==> config.mk <==
export PLATFORM = sky130hd
export DESIGN_NAME = usf_frame_ctrl
export DESIGN_NICKNAME = d
export VERILOG_FILES = /design/src/shared/usf_pkg.sv /design/src/hdl/usf_frame_ctrl.sv /design/src/hdl/usf_baud_gen.sv /design/src/hdl/usf_clk_edge.sv
export VERILOG_INCLUDE_DIRS = /design/src /design/src/shared
export SDC_FILE = /design/constraint.sdc
export NUM_CORES = 1
export LEC_CHECK = 0
export ABC_AREA = 1
export BUFFER_PORTS_ARGS = -buffer_cell sky130_fd_sc_hd__buf_2
export CORE_UTILIZATION = 60
export DETAILED_ROUTE_END_ITERATION = 12
export GPL_TIMING_DRIVEN = 0
export HOLD_SLACK_MARGIN = 0.05
export PLACE_DENSITY = 0.78
export SYNTH_ARGS = -nofsm -noshare
export SYNTH_HDL_FRONTEND = slang
export SYNTH_HIERARCHICAL = 1
export SYNTH_SLANG_ARGS = --single-unit
==> constraint.sdc <==
create_clock -name core_clk -period 5.7 [get_ports core_clk]
set_input_delay 0.285 -clock core_clk [delete_from_list [all_inputs] [get_ports core_clk]]
set_output_delay 0.285 -clock core_clk [all_outputs]
set_load 0.02 [all_outputs]
==> src/shared/usf_consts.svh <==
// usf_consts.svh: register offsets, field positions, reset values and counts
// assumes a byte-wide register port and a single core clock
// Overview of operation
// - empty-buffer interrupt only when enable, global enable and empty flag are all set
// - receiver owns the receive pin while its enable bit is one
// - disabling the receiver flushes its buffer and clears its error flags
// - transmitter drives the transmit pin while enabled, releases it when disabled
// - transmitter disable waits until shift register and buffer are empty
// - mode bit zero selects asynchronous, one selects synchronous operation
// - with parity enabled the transmitter appends data parity to every frame
// - parity field 00 off, 01 reserved, 10 even, 11 odd; receiver flags mismatch
// - stop select gives one or two transmit stop bits; receiver ignores it
// - size code 000-011 gives 5-8 bits, 111 nine bits, others reserved
// - sync polarity zero: send on rising, sample on falling; one reverses both
// - baud setting is twelve bits, high register upper four, low register lower eight
// - writing the low baud register reloads the prescaler at once
// - double speed in asynchronous mode divides by eight instead of sixteen
`ifndef USF_CONSTS_SVH
`define USF_CONSTS_SVH
// ****************************************************************
// register offsets
// ****************************************************************
`define USF_ADDR_STATUS  8'hc0
`define USF_ADDR_ENCTL   8'hc1
`define USF_ADDR_FORMAT  8'hc2
`define USF_ADDR_BAUD_LO 8'hc4
`define USF_ADDR_BAUD_HI 8'hc5
`define USF_ADDR_DATA    8'hc6
// ****************************************************************
// field positions, masks and reset values
// ****************************************************************
`define USF_ST_RXC   7
`define USF_ST_TXC   6
`define USF_ST_UDRE  5
`define USF_ST_FE    4
`define USF_ST_DOR   3
`define USF_ST_UPE   2
`define USF_ST_U2X   1
`define USF_EN_UDRIE 5
`define USF_EN_RXEN  4
`define USF_EN_TXEN  3
`define USF_EN_CSZ2  2
`define USF_EN_RXB8  1
`define USF_EN_TXB8  0
`define USF_FMT_MODE 6
`define USF_FMT_PAR  5
`define USF_FMT_ODD  4
`define USF_FMT_STOP 3
`define USF_FMT_CPOL 0
`define USF_EN_WMASK   8'hfd
`define USF_FMT_WMASK  8'h7f
`define USF_FMT_RESET  8'h06
`define USF_BAUD_RESET 12'h000
// last oversample index per bit: divide by 16 or by 8
`define USF_OVS_LAST_NORM 4'hf
`define USF_OVS_LAST_DBL  4'h7
`endif

==> src/shared/usf_pkg.sv <==
// usf_pkg: state types and shared helper functions of the serial block
// assumes the constants header is included by each design file
package usf_pkg;
	typedef enum logic [2:0] {TX_IDLE, TX_START, TX_DATA, TX_PAR, TX_STOP1, TX_STOP2} usf_tx_st_t;
	typedef enum logic [2:0] {RX_IDLE, RX_START, RX_DATA, RX_PAR, RX_STOP} usf_rx_st_t;
	// data bits per frame from the three-bit size code; reserved codes act as 8
	function automatic logic [3:0] usf_char_bits(input logic [2:0] code);
		case (code)
			3'h0:    usf_char_bits = 4'h5;
			3'h1:    usf_char_bits = 4'h6;
			3'h2:    usf_char_bits = 4'h7;
			3'h7:    usf_char_bits = 4'h9;
			default: usf_char_bits = 4'h8;
		endcase
	endfunction
	// xor of the low nbits of a nine-bit character
	function automatic logic usf_parity(input logic [8:0] d, input logic [3:0] nbits);
		logic p;
		p = 1'b0;
		for (int i = 0; i < 9; i++) begin
			if (i < int'(nbits)) p = p ^ d[i];
		end
		usf_parity = p;
	endfunction
endpackage

==> src/hdl/usf_frame_ctrl.sv <==
// usf_frame_ctrl: serial transceiver control, framing and baud logic
// assumes a byte register port with read data one cycle after the strobe,
// and pins that are synchronous to core_clk
`timescale 1ns/1ps
`include "usf_consts.svh"
module usf_frame_ctrl (
	input  wire logic       core_clk,
	input  wire logic       arst_n,
	input  wire logic [7:0] reg_addr,
	input  wire logic [7:0] reg_wdata,
	input  wire logic       reg_wr,
	input  wire logic       reg_rd,
	output logic      [7:0] reg_rdata,
	input  wire logic       global_irq_enable,
	output logic            tx_empty_irq,
	input  wire logic       rx_pin_in,
	output logic            rx_pin_own,
	output logic            tx_pin_out,
	output logic            tx_pin_oe,
	input  wire logic       sync_clk_in
);
	// ****************************************************************
	// state
	// ****************************************************************
	typedef struct packed {
		logic [7:0]          en;
		logic [7:0]          fmt;
		logic                u2x;
		logic [11:0]         baud;
		logic                txc;
		logic [8:0]          tx_buf;
		logic                tx_full;
		logic                tx_own;
		usf_pkg::usf_tx_st_t tx_st;
		logic [8:0]          tx_sh;
		logic                tx_par;
		logic [3:0]          tx_os;
		logic [3:0]          tx_bit;
		logic                tx_line;
		usf_pkg::usf_rx_st_t rx_st;
		logic [8:0]          rx_sh;
		logic                rx_par;
		logic                rx_perr;
		logic [3:0]          rx_os;
		logic [3:0]          rx_bit;
		logic [8:0]          rx_buf;
		logic                rx_full;
		logic                fe;
		logic                dor;
		logic                upe;
		logic                rx_own;
		logic [7:0]          rdata;
	} usf_fc_state_t;

	usf_fc_state_t r_reg;
	usf_fc_state_t r_next;

	logic       tick;
	logic       xck_rise;
	logic       xck_fall;
	logic       baud_reload;
	logic       sync_mode;
	logic [3:0] ovs_last;
	logic [3:0] nbits;
	logic       tx_step;
	logic       tx_chg;
	logic       rx_samp;
	logic       wr_hit;
	logic       rd_data;
	// prescaler load value: carries the byte being written on a low-byte write
	logic [11:0] baud_src;

	// ****************************************************************
	// helpers
	// ****************************************************************
	usf_baud_gen #(.W(12)) u_baud (
		.core_clk (core_clk),
		.arst_n   (arst_n),
		.baud_div (baud_src),
		.reload   (baud_reload),
		.tick     (tick)
	);

	usf_clk_edge u_xck (
		.core_clk (core_clk),
		.arst_n   (arst_n),
		.sig_in   (sync_clk_in),
		.rise     (xck_rise),
		.fall     (xck_fall)
	);

	// mode, divisor and size decode shared by both directions
	always_comb begin
		sync_mode = r_reg.fmt[`USF_FMT_MODE];
		// double speed only counts in asynchronous mode
		ovs_last = (r_reg.u2x && !sync_mode) ? `USF_OVS_LAST_DBL : `USF_OVS_LAST_NORM;
		nbits = usf_pkg::usf_char_bits({r_reg.en[`USF_EN_CSZ2], r_reg.fmt[2:1]});
		// polarity zero: change on rising, sample on falling
		tx_chg = r_reg.fmt[`USF_FMT_CPOL] ? xck_fall : xck_rise;
		tx_step = sync_mode ? tx_chg : (tick && (r_reg.tx_os == ovs_last));
		rx_samp = sync_mode ? (r_reg.fmt[`USF_FMT_CPOL] ? xck_rise : xck_fall)
			: (tick && (r_reg.rx_os == ovs_last));
		wr_hit = reg_wr;
		rd_data = reg_rd && (reg_addr == `USF_ADDR_DATA);
		baud_reload = reg_wr && (reg_addr == `USF_ADDR_BAUD_LO);
		// register copy lags the write by a cycle, so a reload takes the new byte directly
		baud_src = baud_reload ? {r_reg.baud[11:8], reg_wdata} : r_reg.baud;
	end

	// ****************************************************************
	// next state
	// ****************************************************************
	always_comb begin
		r_next = r_reg;

		// transmitter: oversample counter runs only inside a frame
		if (!sync_mode && tick && r_reg.tx_st != usf_pkg::TX_IDLE)
			r_next.tx_os = (r_reg.tx_os == ovs_last) ? 4'h0 : r_reg.tx_os + 4'h1;
		// a status write with the complete bit set clears the flag; a completion below still sets it
		if (wr_hit && reg_addr == `USF_ADDR_STATUS && reg_wdata[`USF_ST_TXC])
			r_next.txc = 1'b0;
		case (r_reg.tx_st)
			usf_pkg::TX_IDLE: begin
				r_next.tx_line = 1'b1;
				// a pending character still goes out after a disable was written
				if (r_reg.tx_full && r_reg.tx_own && (!sync_mode || tx_chg)) begin
					r_next.tx_st = usf_pkg::TX_START;
					r_next.tx_sh = r_reg.tx_buf;
					r_next.tx_par = usf_pkg::usf_parity(r_reg.tx_buf, nbits)
						^ r_reg.fmt[`USF_FMT_ODD];
					r_next.tx_full = 1'b0;
					r_next.tx_os = 4'h0;
					r_next.tx_line = 1'b0;
				end
			end
			usf_pkg::TX_START: begin
				if (tx_step) begin
					r_next.tx_st = usf_pkg::TX_DATA;
					r_next.tx_line = r_reg.tx_sh[0];
					r_next.tx_bit = 4'h0;
				end
			end
			usf_pkg::TX_DATA: begin
				if (tx_step) begin
					if (r_reg.tx_bit == nbits - 4'h1) begin
						// parity rides between last data bit and stop
						if (r_reg.fmt[`USF_FMT_PAR]) begin
							r_next.tx_st = usf_pkg::TX_PAR;
							r_next.tx_line = r_reg.tx_par;
						end else begin
							r_next.tx_st = usf_pkg::TX_STOP1;
							r_next.tx_line = 1'b1;
						end
					end else begin
						r_next.tx_bit = r_reg.tx_bit + 4'h1;
						r_next.tx_sh = {1'b0, r_reg.tx_sh[8:1]};
						r_next.tx_line = r_reg.tx_sh[1];
					end
				end
			end
			usf_pkg::TX_PAR: begin
				if (tx_step) begin
					r_next.tx_st = usf_pkg::TX_STOP1;
					r_next.tx_line = 1'b1;
				end
			end
			usf_pkg::TX_STOP1: begin
				if (tx_step) begin
					if (r_reg.fmt[`USF_FMT_STOP]) begin
						r_next.tx_st = usf_pkg::TX_STOP2;
					end else begin
						r_next.tx_st = usf_pkg::TX_IDLE;
						if (!r_reg.tx_full) r_next.txc = 1'b1;
					end
				end
			end
			usf_pkg::TX_STOP2: begin
				if (tx_step) begin
					r_next.tx_st = usf_pkg::TX_IDLE;
					if (!r_reg.tx_full) r_next.txc = 1'b1;
				end
			end
			default: r_next.tx_st = usf_pkg::TX_IDLE;
		endcase
		// pin stays ours until the last queued frame has left
		r_next.tx_own = r_reg.en[`USF_EN_TXEN] | (r_reg.tx_own
			& ((r_reg.tx_st != usf_pkg::TX_IDLE) | r_reg.tx_full));

		// receiver: sample clock and frame walk
		if (!sync_mode && tick && r_reg.rx_st != usf_pkg::RX_IDLE)
			r_next.rx_os = (r_reg.rx_os == ovs_last) ? 4'h0 : r_reg.rx_os + 4'h1;
		// reading the data byte frees the buffer and its flags
		if (rd_data) begin
			r_next.rx_full = 1'b0;
			r_next.fe = 1'b0;
			r_next.dor = 1'b0;
			r_next.upe = 1'b0;
		end
		case (r_reg.rx_st)
			usf_pkg::RX_IDLE: begin
				r_next.rx_sh = 9'h000;
				r_next.rx_par = r_reg.fmt[`USF_FMT_ODD];
				r_next.rx_bit = 4'h0;
				r_next.rx_os = 4'h0;
				if (sync_mode) begin
					if (rx_samp && !rx_pin_in) r_next.rx_st = usf_pkg::RX_DATA;
				end else if (!rx_pin_in) begin
					r_next.rx_st = usf_pkg::RX_START;
				end
			end
			usf_pkg::RX_START: begin
				// check the start bit at its middle, then step whole bits
				if (tick && r_reg.rx_os == (ovs_last >> 1)) begin
					r_next.rx_os = 4'h0;
					r_next.rx_st = rx_pin_in ? usf_pkg::RX_IDLE : usf_pkg::RX_DATA;
				end
			end
			usf_pkg::RX_DATA: begin
				if (rx_samp) begin
					r_next.rx_sh[r_reg.rx_bit] = rx_pin_in;
					r_next.rx_par = r_reg.rx_par ^ rx_pin_in;
					r_next.rx_bit = r_reg.rx_bit + 4'h1;
					if (r_reg.rx_bit == nbits - 4'h1)
						r_next.rx_st = r_reg.fmt[`USF_FMT_PAR] ? usf_pkg::RX_PAR
							: usf_pkg::RX_STOP;
				end
			end
			usf_pkg::RX_PAR: begin
				if (rx_samp) begin
					r_next.rx_perr = r_reg.rx_par ^ rx_pin_in;
					r_next.rx_st = usf_pkg::RX_STOP;
				end
			end
			usf_pkg::RX_STOP: begin
				// only the first stop bit is checked, whatever the stop select says
				if (rx_samp) begin
					r_next.rx_st = usf_pkg::RX_IDLE;
					if (r_reg.rx_full && !rd_data) begin
						r_next.dor = 1'b1;
					end else begin
						r_next.rx_buf = r_reg.rx_sh;
						r_next.rx_full = 1'b1;
						r_next.fe = !rx_pin_in;
						r_next.upe = r_reg.fmt[`USF_FMT_PAR] & r_reg.rx_perr;
					end
					r_next.rx_perr = 1'b0;
				end
			end
			default: r_next.rx_st = usf_pkg::RX_IDLE;
		endcase

		// register writes
		if (wr_hit) begin
			case (reg_addr)
				`USF_ADDR_STATUS: r_next.u2x = reg_wdata[`USF_ST_U2X];
				`USF_ADDR_ENCTL: r_next.en = reg_wdata & `USF_EN_WMASK;
				`USF_ADDR_FORMAT: r_next.fmt = reg_wdata & `USF_FMT_WMASK;
				`USF_ADDR_BAUD_LO: r_next.baud[7:0] = reg_wdata;
				`USF_ADDR_BAUD_HI: r_next.baud[11:8] = reg_wdata[3:0];
				`USF_ADDR_DATA: begin
					// a write while the buffer is full is dropped
					if (!r_reg.tx_full) begin
						r_next.tx_buf = {r_reg.en[`USF_EN_TXB8], reg_wdata};
						r_next.tx_full = 1'b1;
					end
				end
				default: r_next.rdata = r_next.rdata;
			endcase
		end

		// disabled receiver: drop buffer, flags and any frame in progress
		if (!r_reg.en[`USF_EN_RXEN]) begin
			r_next.rx_st = usf_pkg::RX_IDLE;
			r_next.rx_full = 1'b0;
			r_next.fe = 1'b0;
			r_next.dor = 1'b0;
			r_next.upe = 1'b0;
		end
		r_next.rx_own = r_reg.en[`USF_EN_RXEN];

		// read data, valid in the cycle after the strobe
		if (reg_rd) begin
			case (reg_addr)
				`USF_ADDR_STATUS: r_next.rdata = {r_reg.rx_full, r_reg.txc, !r_reg.tx_full,
					r_reg.fe, r_reg.dor, r_reg.upe, r_reg.u2x, 1'b0};
				`USF_ADDR_ENCTL: r_next.rdata = {r_reg.en[7:2], r_reg.rx_buf[8],
					r_reg.en[0]};
				`USF_ADDR_FORMAT: r_next.rdata = r_reg.fmt;
				`USF_ADDR_BAUD_LO: r_next.rdata = r_reg.baud[7:0];
				`USF_ADDR_BAUD_HI: r_next.rdata = {4'h0, r_reg.baud[11:8]};
				`USF_ADDR_DATA: r_next.rdata = r_reg.rx_buf[7:0];
				default: r_next.rdata = 8'h00;
			endcase
		end
	end

	// ****************************************************************
	// registers and outputs
	// ****************************************************************
	always_ff @(posedge core_clk or negedge arst_n) begin
		if (!arst_n) begin
			r_reg <= '0;
			r_reg.fmt <= `USF_FMT_RESET;
			r_reg.baud <= `USF_BAUD_RESET;
			r_reg.tx_line <= 1'b1;
			r_reg.tx_st <= usf_pkg::TX_IDLE;
			r_reg.rx_st <= usf_pkg::RX_IDLE;
		end else begin
			r_reg <= r_next;
		end
	end

	// interrupt is plain gating, no latching of its own
	assign tx_empty_irq = r_reg.en[`USF_EN_UDRIE] & global_irq_enable & !r_reg.tx_full;
	assign reg_rdata = r_reg.rdata;
	assign rx_pin_own = r_reg.rx_own;
	assign tx_pin_oe = r_reg.tx_own;
	assign tx_pin_out = r_reg.tx_line;

	// ****************************************************************
	// checks
	// ****************************************************************
	a_irq_gating: assert property (@(posedge core_clk) disable iff (!arst_n)
		tx_empty_irq |-> (global_irq_enable && r_reg.en[5] && !r_reg.tx_full))
		else $error("empty interrupt without its three causes");
	a_rx_takes_pin: assert property (@(posedge core_clk) disable iff (!arst_n)
		(reg_wr && reg_addr == 8'hc1 && reg_wdata[4]) |=> ##1 rx_pin_own)
		else $error("receiver did not take the pin");
	a_rx_flush_all: assert property (@(posedge core_clk) disable iff (!arst_n)
		!r_reg.en[4] |=> (!r_reg.rx_full && !r_reg.fe && !r_reg.dor && !r_reg.upe))
		else $error("receive buffer not flushed");
	a_tx_release: assert property (@(posedge core_clk) disable iff (!arst_n)
		(!r_reg.en[3] && r_reg.tx_st == usf_pkg::TX_IDLE && !r_reg.tx_full
		&& !(reg_wr && reg_addr == 8'hc1)) |=> !tx_pin_oe)
		else $error("transmit pin not released");
	a_tx_drain_hold: assert property (@(posedge core_clk) disable iff (!arst_n)
		(tx_pin_oe && r_reg.tx_st != usf_pkg::TX_IDLE) |=> tx_pin_oe)
		else $error("pin released while a frame was in flight");
	a_par_on_line: assert property (@(posedge core_clk) disable iff (!arst_n)
		(r_reg.tx_st == usf_pkg::TX_PAR) |-> (tx_pin_out == r_reg.tx_par && r_reg.fmt[5]))
		else $error("parity bit wrong on the line");
	a_two_stops: assert property (@(posedge core_clk) disable iff (!arst_n)
		(r_reg.tx_st == usf_pkg::TX_STOP2) |-> (r_reg.fmt[3] && tx_pin_out))
		else $error("second stop bit without its select");
	a_rx_char_len: assert property (@(posedge core_clk) disable iff (!arst_n)
		(r_reg.en[4] && r_reg.rx_st == usf_pkg::RX_DATA && r_next.rx_st != usf_pkg::RX_DATA)
		|-> (r_reg.rx_bit == nbits - 4'h1))
		else $error("receive frame length wrong");
	a_sync_edges: assert property (@(posedge core_clk) disable iff (!arst_n)
		(r_reg.fmt[6] && !tx_chg && !reg_wr) |=> $stable(tx_pin_out))
		else $error("sync data changed off its edge");
	a_ovs_wrap: assert property (@(posedge core_clk) disable iff (!arst_n)
		(!sync_mode && tick && r_reg.tx_st != usf_pkg::TX_IDLE && r_reg.tx_os == ovs_last
		&& !reg_wr) |=> (r_reg.tx_os == 4'h0))
		else $error("oversample counter did not wrap");
endmodule // usf_frame_ctrl

==> src/hdl/usf_baud_gen.sv <==
// usf_baud_gen: down-counting baud prescaler giving one tick per setting plus one clocks
// assumes the setting is steady except at a reload pulse
`timescale 1ns/1ps
`include "usf_consts.svh"
module usf_baud_gen #(
	parameter int W = 12
) (
	input  wire logic         core_clk,
	input  wire logic         arst_n,
	input  wire logic [W-1:0] baud_div,
	input  wire logic         reload,
	output logic              tick
);
	typedef struct packed {
		logic [W-1:0] cnt;
	} usf_bg_state_t;
	usf_bg_state_t r_reg;
	usf_bg_state_t r_next;

	// count down, tick and restart at zero; a reload restarts at once
	always_comb begin
		r_next = r_reg;
		tick = (r_reg.cnt == '0);
		if (reload) r_next.cnt = baud_div;
		else if (tick) r_next.cnt = baud_div;
		else r_next.cnt = r_reg.cnt - 1'b1;
	end

	always_ff @(posedge core_clk or negedge arst_n) begin
		if (!arst_n) r_reg <= '0;
		else r_reg <= r_next;
	end

	a_reload_takes: assert property (@(posedge core_clk) disable iff (!arst_n)
		reload |=> (r_reg.cnt == $past(baud_div)))
		else $error("prescaler did not reload");
endmodule // usf_baud_gen

==> src/hdl/usf_clk_edge.sv <==
// usf_clk_edge: edge detector for the external synchronous clock
// assumes the clock input is already synchronous to core_clk
`timescale 1ns/1ps
module usf_clk_edge (
	input  wire logic core_clk,
	input  wire logic arst_n,
	input  wire logic sig_in,
	output logic      rise,
	output logic      fall
);
	typedef struct packed {
		logic prev;
	} usf_ce_state_t;
	usf_ce_state_t r_reg;
	usf_ce_state_t r_next;

	// compare the level with the last one seen
	always_comb begin
		r_next.prev = sig_in;
		rise = sig_in & ~r_reg.prev;
		fall = ~sig_in & r_reg.prev;
	end

	always_ff @(posedge core_clk or negedge arst_n) begin
		if (!arst_n) r_reg <= '0;
		else r_reg <= r_next;
	end
endmodule // usf_clk_edge

Word level (Yosys, flattened, before mapping) --
Cells that the tools add are included.
Storage, ports and cells: flip-flop bits (word level) 118, input port bits 23, logic and storage cells 260
Operators by class: reductions and logical operators 47, bitwise logic cells 22, multiplexer cells 103, add/subtract/negate cells 6, magnitude comparators 11, equal/unequal tests 41
Operators with widths (count):
- $mux 4 | 13
- $mux 1 | 50
- $eq 8x8->1 const B | 6
- $pmux 8 s6 | 1
- $mux 3 | 15
- $mux 12 | 3
- $pmux 4 s2 | 3
- $ne 2x2->1 const B | 11
- $pmux 10 s2 | 1
- $pmux 3 s6 | 1
- $pmux 9 s2 | 1
- $mux 17 | 1
- $add 4x1->4 const B | 4
- $eq 4x4->1 | 4
- $logic_and 1x1->1 | 16
- $lt 3x4->1 const A | 4
- $pmux 4 s4 | 1
- $eq 3x2->1 const B | 5
- $ne 3x3->1 const B | 5
- $pmux 3 s5 | 1
- $reduce_and 2->1 | 7
- $reduce_and 7->1 | 2
- $mux 13 | 1
- $eq 3x3->1 const B | 4
- 31 further kinds | 70

Depth between registers and ports, before layout --
depth after elaboration 42, mapped depth 17

Modules after synthesis --
The synthesis kept the hierarchy.
Modules (own cells, without submodules):
- usf_frame_ctrl | cells each 759, seq. area each 2631.3 µm², instances 1, area each 5853.1 µm²
- usf_baud_gen | cells each 101, seq. area each 300.3 µm², instances 1, area each 769.5 µm²
- usf_clk_edge | cells each 5, seq. area each 25.0 µm², instances 1, area each 40.0 µm²

Worst setup path before layout --
OpenSTA, ideal clock, no wires.
path kind reg-to-reg, from reg r_reg[93] (netlist bit), to reg r_reg[57] (netlist bit), data arrival time 2.011 ns, stages on the path, launching flop included 14, library setup time 0.123 ns, period minus slack after synthesis 2.134 ns, path buffers 1, setup slack 3.566 ns, data required time 5.577 ns, cell sequence dfstp_2 -> inv_1 -> a21oi_1 -> inv_1 -> ha_1 -> xor2_1 -> nand3_1 -> nor2_2 -> nand2_2 -> nand2_4 -> nand2_4 -> nand2_8 -> buf_12 -> o21ai_2
On the way: cells in the longest elaborated chain, start to end 6
Ends and longest elaborated chain:
- start: declaration | line usf_frame_ctrl.sv:55 | usf_fc_state_t r_reg;
- start signal: assignment | line usf_frame_ctrl.sv:309 | r_reg <= r_next;
- $eq 3x3->1 (tied with other cells) | line usf_pkg.sv:8 | case (code)
- $pmux 4 s4 * | line usf_pkg.sv:8
- $sub 4x1->4 * | line usf_frame_ctrl.sv:145 | if (r_reg.tx_bit == nbits - 4'h1) begin
- $eq 4x4->1 * | line usf_frame_ctrl.sv:145
- $ne 2x2->1 (no source line) *
- $reduce_and 4->1 (no source line) *
Mark *: on every way between the ends. The rest lies on a longest branch, timed or not. A chain may end at the register's enable or synchronous reset.

Final worst setup path --
from reg r_reg[101] (netlist bit), to reg r_reg[46] (netlist bit)
The elaborated chain is that of the path after synthesis.

==> impl_results.md <==
- Buffer cell driving the clock tree root: sky130_fd_sc_hd__clkbuf_8
- Critical path origin: r_reg[101]$_DFFE_PN0P_
- Final Cycle Share: a little over two fifths
- Sw frac: 29.9%
- Maximum capacitance violations: 0
- Number of enable-type register cells in the synthesized netlist: 0
- Lkg Pwr: between 3 and 4 nW
- Number of hold-slack violations in the final timing report: 0
- Critical Path Start Type: flop
- Global-route wire length before repair: about 28,000 µm
- Cell area after synthesis: 6660 µm²
- Combinational Power Share: ~17%
- Flip-flop count of the largest register, all copies and words added: slightly above 90
- Number of sinks handled by clock tree synthesis: 118
- Width of the die: roughly 110 µm
- Peak clock frequency supported by timing: slightly above 400 MHz
- Unrepaired setup endpoints after global routing: false
- Type of the tightest min-delay check: input port to flop
- Distinct cell type count after synthesis: 45
- Layout net count: around 960
- Fraction of registers with async set or reset after synthesis: 100%
- Hold buffer count at CTS: 5
- CTS H-Tree Depth: 4
- # DRC: 0
- Clock skew: 0.00590 ns
- Clock share of power: 44.7%
- Number of endpoints failing setup at the final stage: 0
- Weighted congestion at the end of routability-driven global placement: slightly above 0.9
- Peak supply drop: ~300 µV
- Leading register cell type out of synthesis: sky130_fd_sc_hd__dfrtp_1
- Final min period: between 2 and 2.5 ns
- Iter 0 DRT Violations: about 630
- Fraction of the yosys area taken by sequential cells: ~44%
- Synth top area share: 43.2%
- Worst Max-Slew Pin Slew: around 0.64 ns
- Met2 GRT Util: a little over half
- Die area: 11,500 µm²
- Source of the worst register-to-register timing path: r_reg[101]$_DFFE_PN0P_
- Effective utilization at floorplan: 61.5%
- Slew Viols, Final: 0
- WP data arrival: roughly 2.8 ns
- Worst setup EP type: flop
- GRT Total Usage: 31.4%
- Area added between synthesis and finish: 16.1%
- Number of iterations in the first detailed-routing pass: 5
- Critical path class: flop to flop
- Clock Pin Slew Worst Setup and Hold Paths: 0.06 ns
- Detail Placement HPWL: 12,000 µm
- Flop pwr share: around two fifths
- Top fanout value on the critical path: 8
- Data required time at the worst endpoint: around 6 ns
- Share of post-route cells with drive strength above 1: about 16%
- Post-CTS setup repair buffer count: 0
- Synthesized Nets: 900
- Hold Startpoint: reg_wdata[6]
- Count of warnings emitted by yosys: 6
- Status: completed
- Placement row count: 38
- Post-cts repair resize count: 0
- Leftover overflow at the end of global routing: 0
- Worst slew margin relative to its limit: 57.0%
- Internal power component: roughly 1.8 mW
- Top cells by instance count after synthesis: 240 x sky130_fd_sc_hd__nand2_1, 115 x sky130_fd_sc_hd__dfrtp_1, 112 x sky130_fd_sc_hd__inv_1, 82 x sky130_fd_sc_hd__o21ai_0, 62 x sky130_fd_sc_hd__nor2_1
- Core Area: 10,800 µm²
- Synth Instances: 865
- Seq cells post-synth: around 120
- Core Util, Final: 71.4%
- Per-cell routed wire length: 15.5 µm
- Number of port buffers: 34
- Synth area leader: sky130_fd_sc_hd__dfrtp_1
- Number of primary I/O pins: 35
- Via/cell ratio: between 5 and 6
- Number of nets with antenna violations after routing: 0
- Number of global-route vias before repair: slightly below 6,000
- Power per standard cell area: 336 nW/µm²
- Mean instance size in the synthesized netlist: 7.70 µm²
- Global route hottest layer: met2
- Met3 Use GR: around 7%
- Initial antenna violation count: 0
- Post-route setup TNS: 0 ns
- Total power: approximately 2.6 mW
- Most numerous cell in the Yosys netlist: sky130_fd_sc_hd__nand2_1
- Clock latency of the later-clocked register in the worst-skew pair: 0.53 ns
- Die Span Y: around 110 µm
- Vias after detailed routing: 5,985
- Antenna Diode Count: 0
- Buffers from clock root to sink, at most: 2
- Detailed-route wire length: about 17,000 µm
- Number of buffers created by CTS: 17
- Net switching power of the design: 0.778 mW
- Clock tree from TritonCTS: done
- Met1 global-route usage: 39.9%
- Pin count of the biggest net entering global routing: 63
- Main area contributors after synthesis: sky130_fd_sc_hd__dfrtp_1 43%, sky130_fd_sc_hd__nand2_1 14%, sky130_fd_sc_hd__inv_1 6.3%
==> power by group through the flow <==
stage | sequential [mW] | combinational, mW | clock [mW]
floorplan | 0.984 | 0.329 | 0
global placement | 1.00 | 0.412 | 0
detailed placement | 1.00 | 0.434 | 0
CTS | 0.988 | 0.441 | 1.18
global route | 0.998 | 0.499 | 1.22
finish | 0.992 | 0.446 | 1.16
==> routing by layer <==
metal | share of wire (%) | vias to the layer above
met1 | 43 | 2863
li1 | - | 2887
met3 | 5.5 | 35
met4 | 2.1 | 0
met5 | 0 | -
met2 | 49 | 200
==> worst max-delay path: stages (launching register included) <==
cell	delay, ns
sky130_fd_sc_hd__dfrtp_1	0.43
sky130_fd_sc_hd__inv_2	0.15
sky130_fd_sc_hd__nand2_2	0.10
sky130_fd_sc_hd__a21oi_1	0.18
sky130_fd_sc_hd__inv_1	0.09
sky130_fd_sc_hd__ha_1	0.34
sky130_fd_sc_hd__xor2_1	0.16
sky130_fd_sc_hd__nand3_1	0.11
sky130_fd_sc_hd__nor2_2	0.15
sky130_fd_sc_hd__nand2_2	0.09
sky130_fd_sc_hd__nand2_4	0.10
sky130_fd_sc_hd__nand2_1	0.06
sky130_fd_sc_hd__nand2_1	0.20
sky130_fd_sc_hd__o21ai_0	0.13
==> kinds of logic (layout without fill, tap and decap cells) <==
group / Yosys count / count (layout) / share of synthesized area, %
and+or+nand+nor: 423 / 423 / 28.8
AOI/OAI and AO/OA: 154 / 154 / 13.1
buffers and inverters: 143 / 215 / 9.31
DFF: 118 / 118 / 44.4
xor gates and xnor gates: 15 / 15 / 2.08
adders and majority gates: 12 / 12 / 2.25
==> layout by cell type, fill, tap and decap left out, types with 6 or more instances in the layout <==
| cell | n |
|---|---|
| sky130_fd_sc_hd__clkbuf_1 | 6 |
| sky130_fd_sc_hd__dfrtp_1 | 115 |
| sky130_fd_sc_hd__o21ai_0 | 82 |
| sky130_fd_sc_hd__ha_1 | 12 |
| sky130_fd_sc_hd__xor2_1 | 9 |
| sky130_fd_sc_hd__nor2_1 | 62 |
| sky130_fd_sc_hd__o21ai_2 | 11 |
| sky130_fd_sc_hd__inv_2 | 9 |
| sky130_fd_sc_hd__buf_2 | 36 |
| sky130_fd_sc_hd__nor2_2 | 7 |
| sky130_fd_sc_hd__buf_4 | 8 |
| sky130_fd_sc_hd__clkbuf_16 | 16 |
| sky130_fd_sc_hd__nand4_1 | 11 |
| sky130_fd_sc_hd__nand2_2 | 21 |
| sky130_fd_sc_hd__nand2_1 | 240 |
| sky130_fd_sc_hd__inv_1 | 112 |
| sky130_fd_sc_hd__a21oi_1 | 20 |
| sky130_fd_sc_hd__nand3_1 | 54 |
| sky130_fd_sc_hd__o21ai_1 | 16 |
| sky130_fd_sc_hd__a22oi_1 | 8 |
| sky130_fd_sc_hd__nand2_4 | 6 |
==> cell type report <==
type,instances,area (µm²)
sequential,118,2960
fill,852,3110
buffer,21,160
clock inverter,15,229
tap,140,175
multi-input combinational,604,3090
clock buffer,17,414
inverter,122,460
timing repair buffer,40,254
==> per-stage QoR <==
| stage | instances | instance area [µm²] | hold WS, ns | setup WS, ns |
|---|---|---|---|---|
| 6_report | 1077 | 7730 | 0.0798 | 3.27 |
| 5_1_grt | 1077 | 7730 | 0.0675 | 3.02 |
| 4_1_cts | 1077 | 7730 | 0.0505 | 3.27 |
| 3_5_place_dp | 1040 | 7040 | 0.284 | 3.27 |
| 3_3_place_gp | 1039 | 7010 | 0.425 | 2.92 |
| 2_1_floorplan | 865 | 6660 | -0.0106 | 3.57 |
==> path summary, 6_finish.rpt <==
check	endpoint	slack (ns)	cells past startpoint
setup reg to reg	r_reg[46]$_DFFE_PN0P_	3.27	13
min in group asynchronous	r_reg[58]$_DFFE_PN0P_	0.29	2
max in group asynchronous	r_reg[93]$_DFFE_PN1P_	4.69	3
hold / removal	r_reg[84]$_DFFE_PN0P_	0.08	3
hold reg to reg	u_baud/r_reg[0]$_DFF_PN0_	0.46	1
setup / recovery	r_reg[46]$_DFFE_PN0P_	3.27	13
No activity file was read; power rests on OpenSTA's default activity.
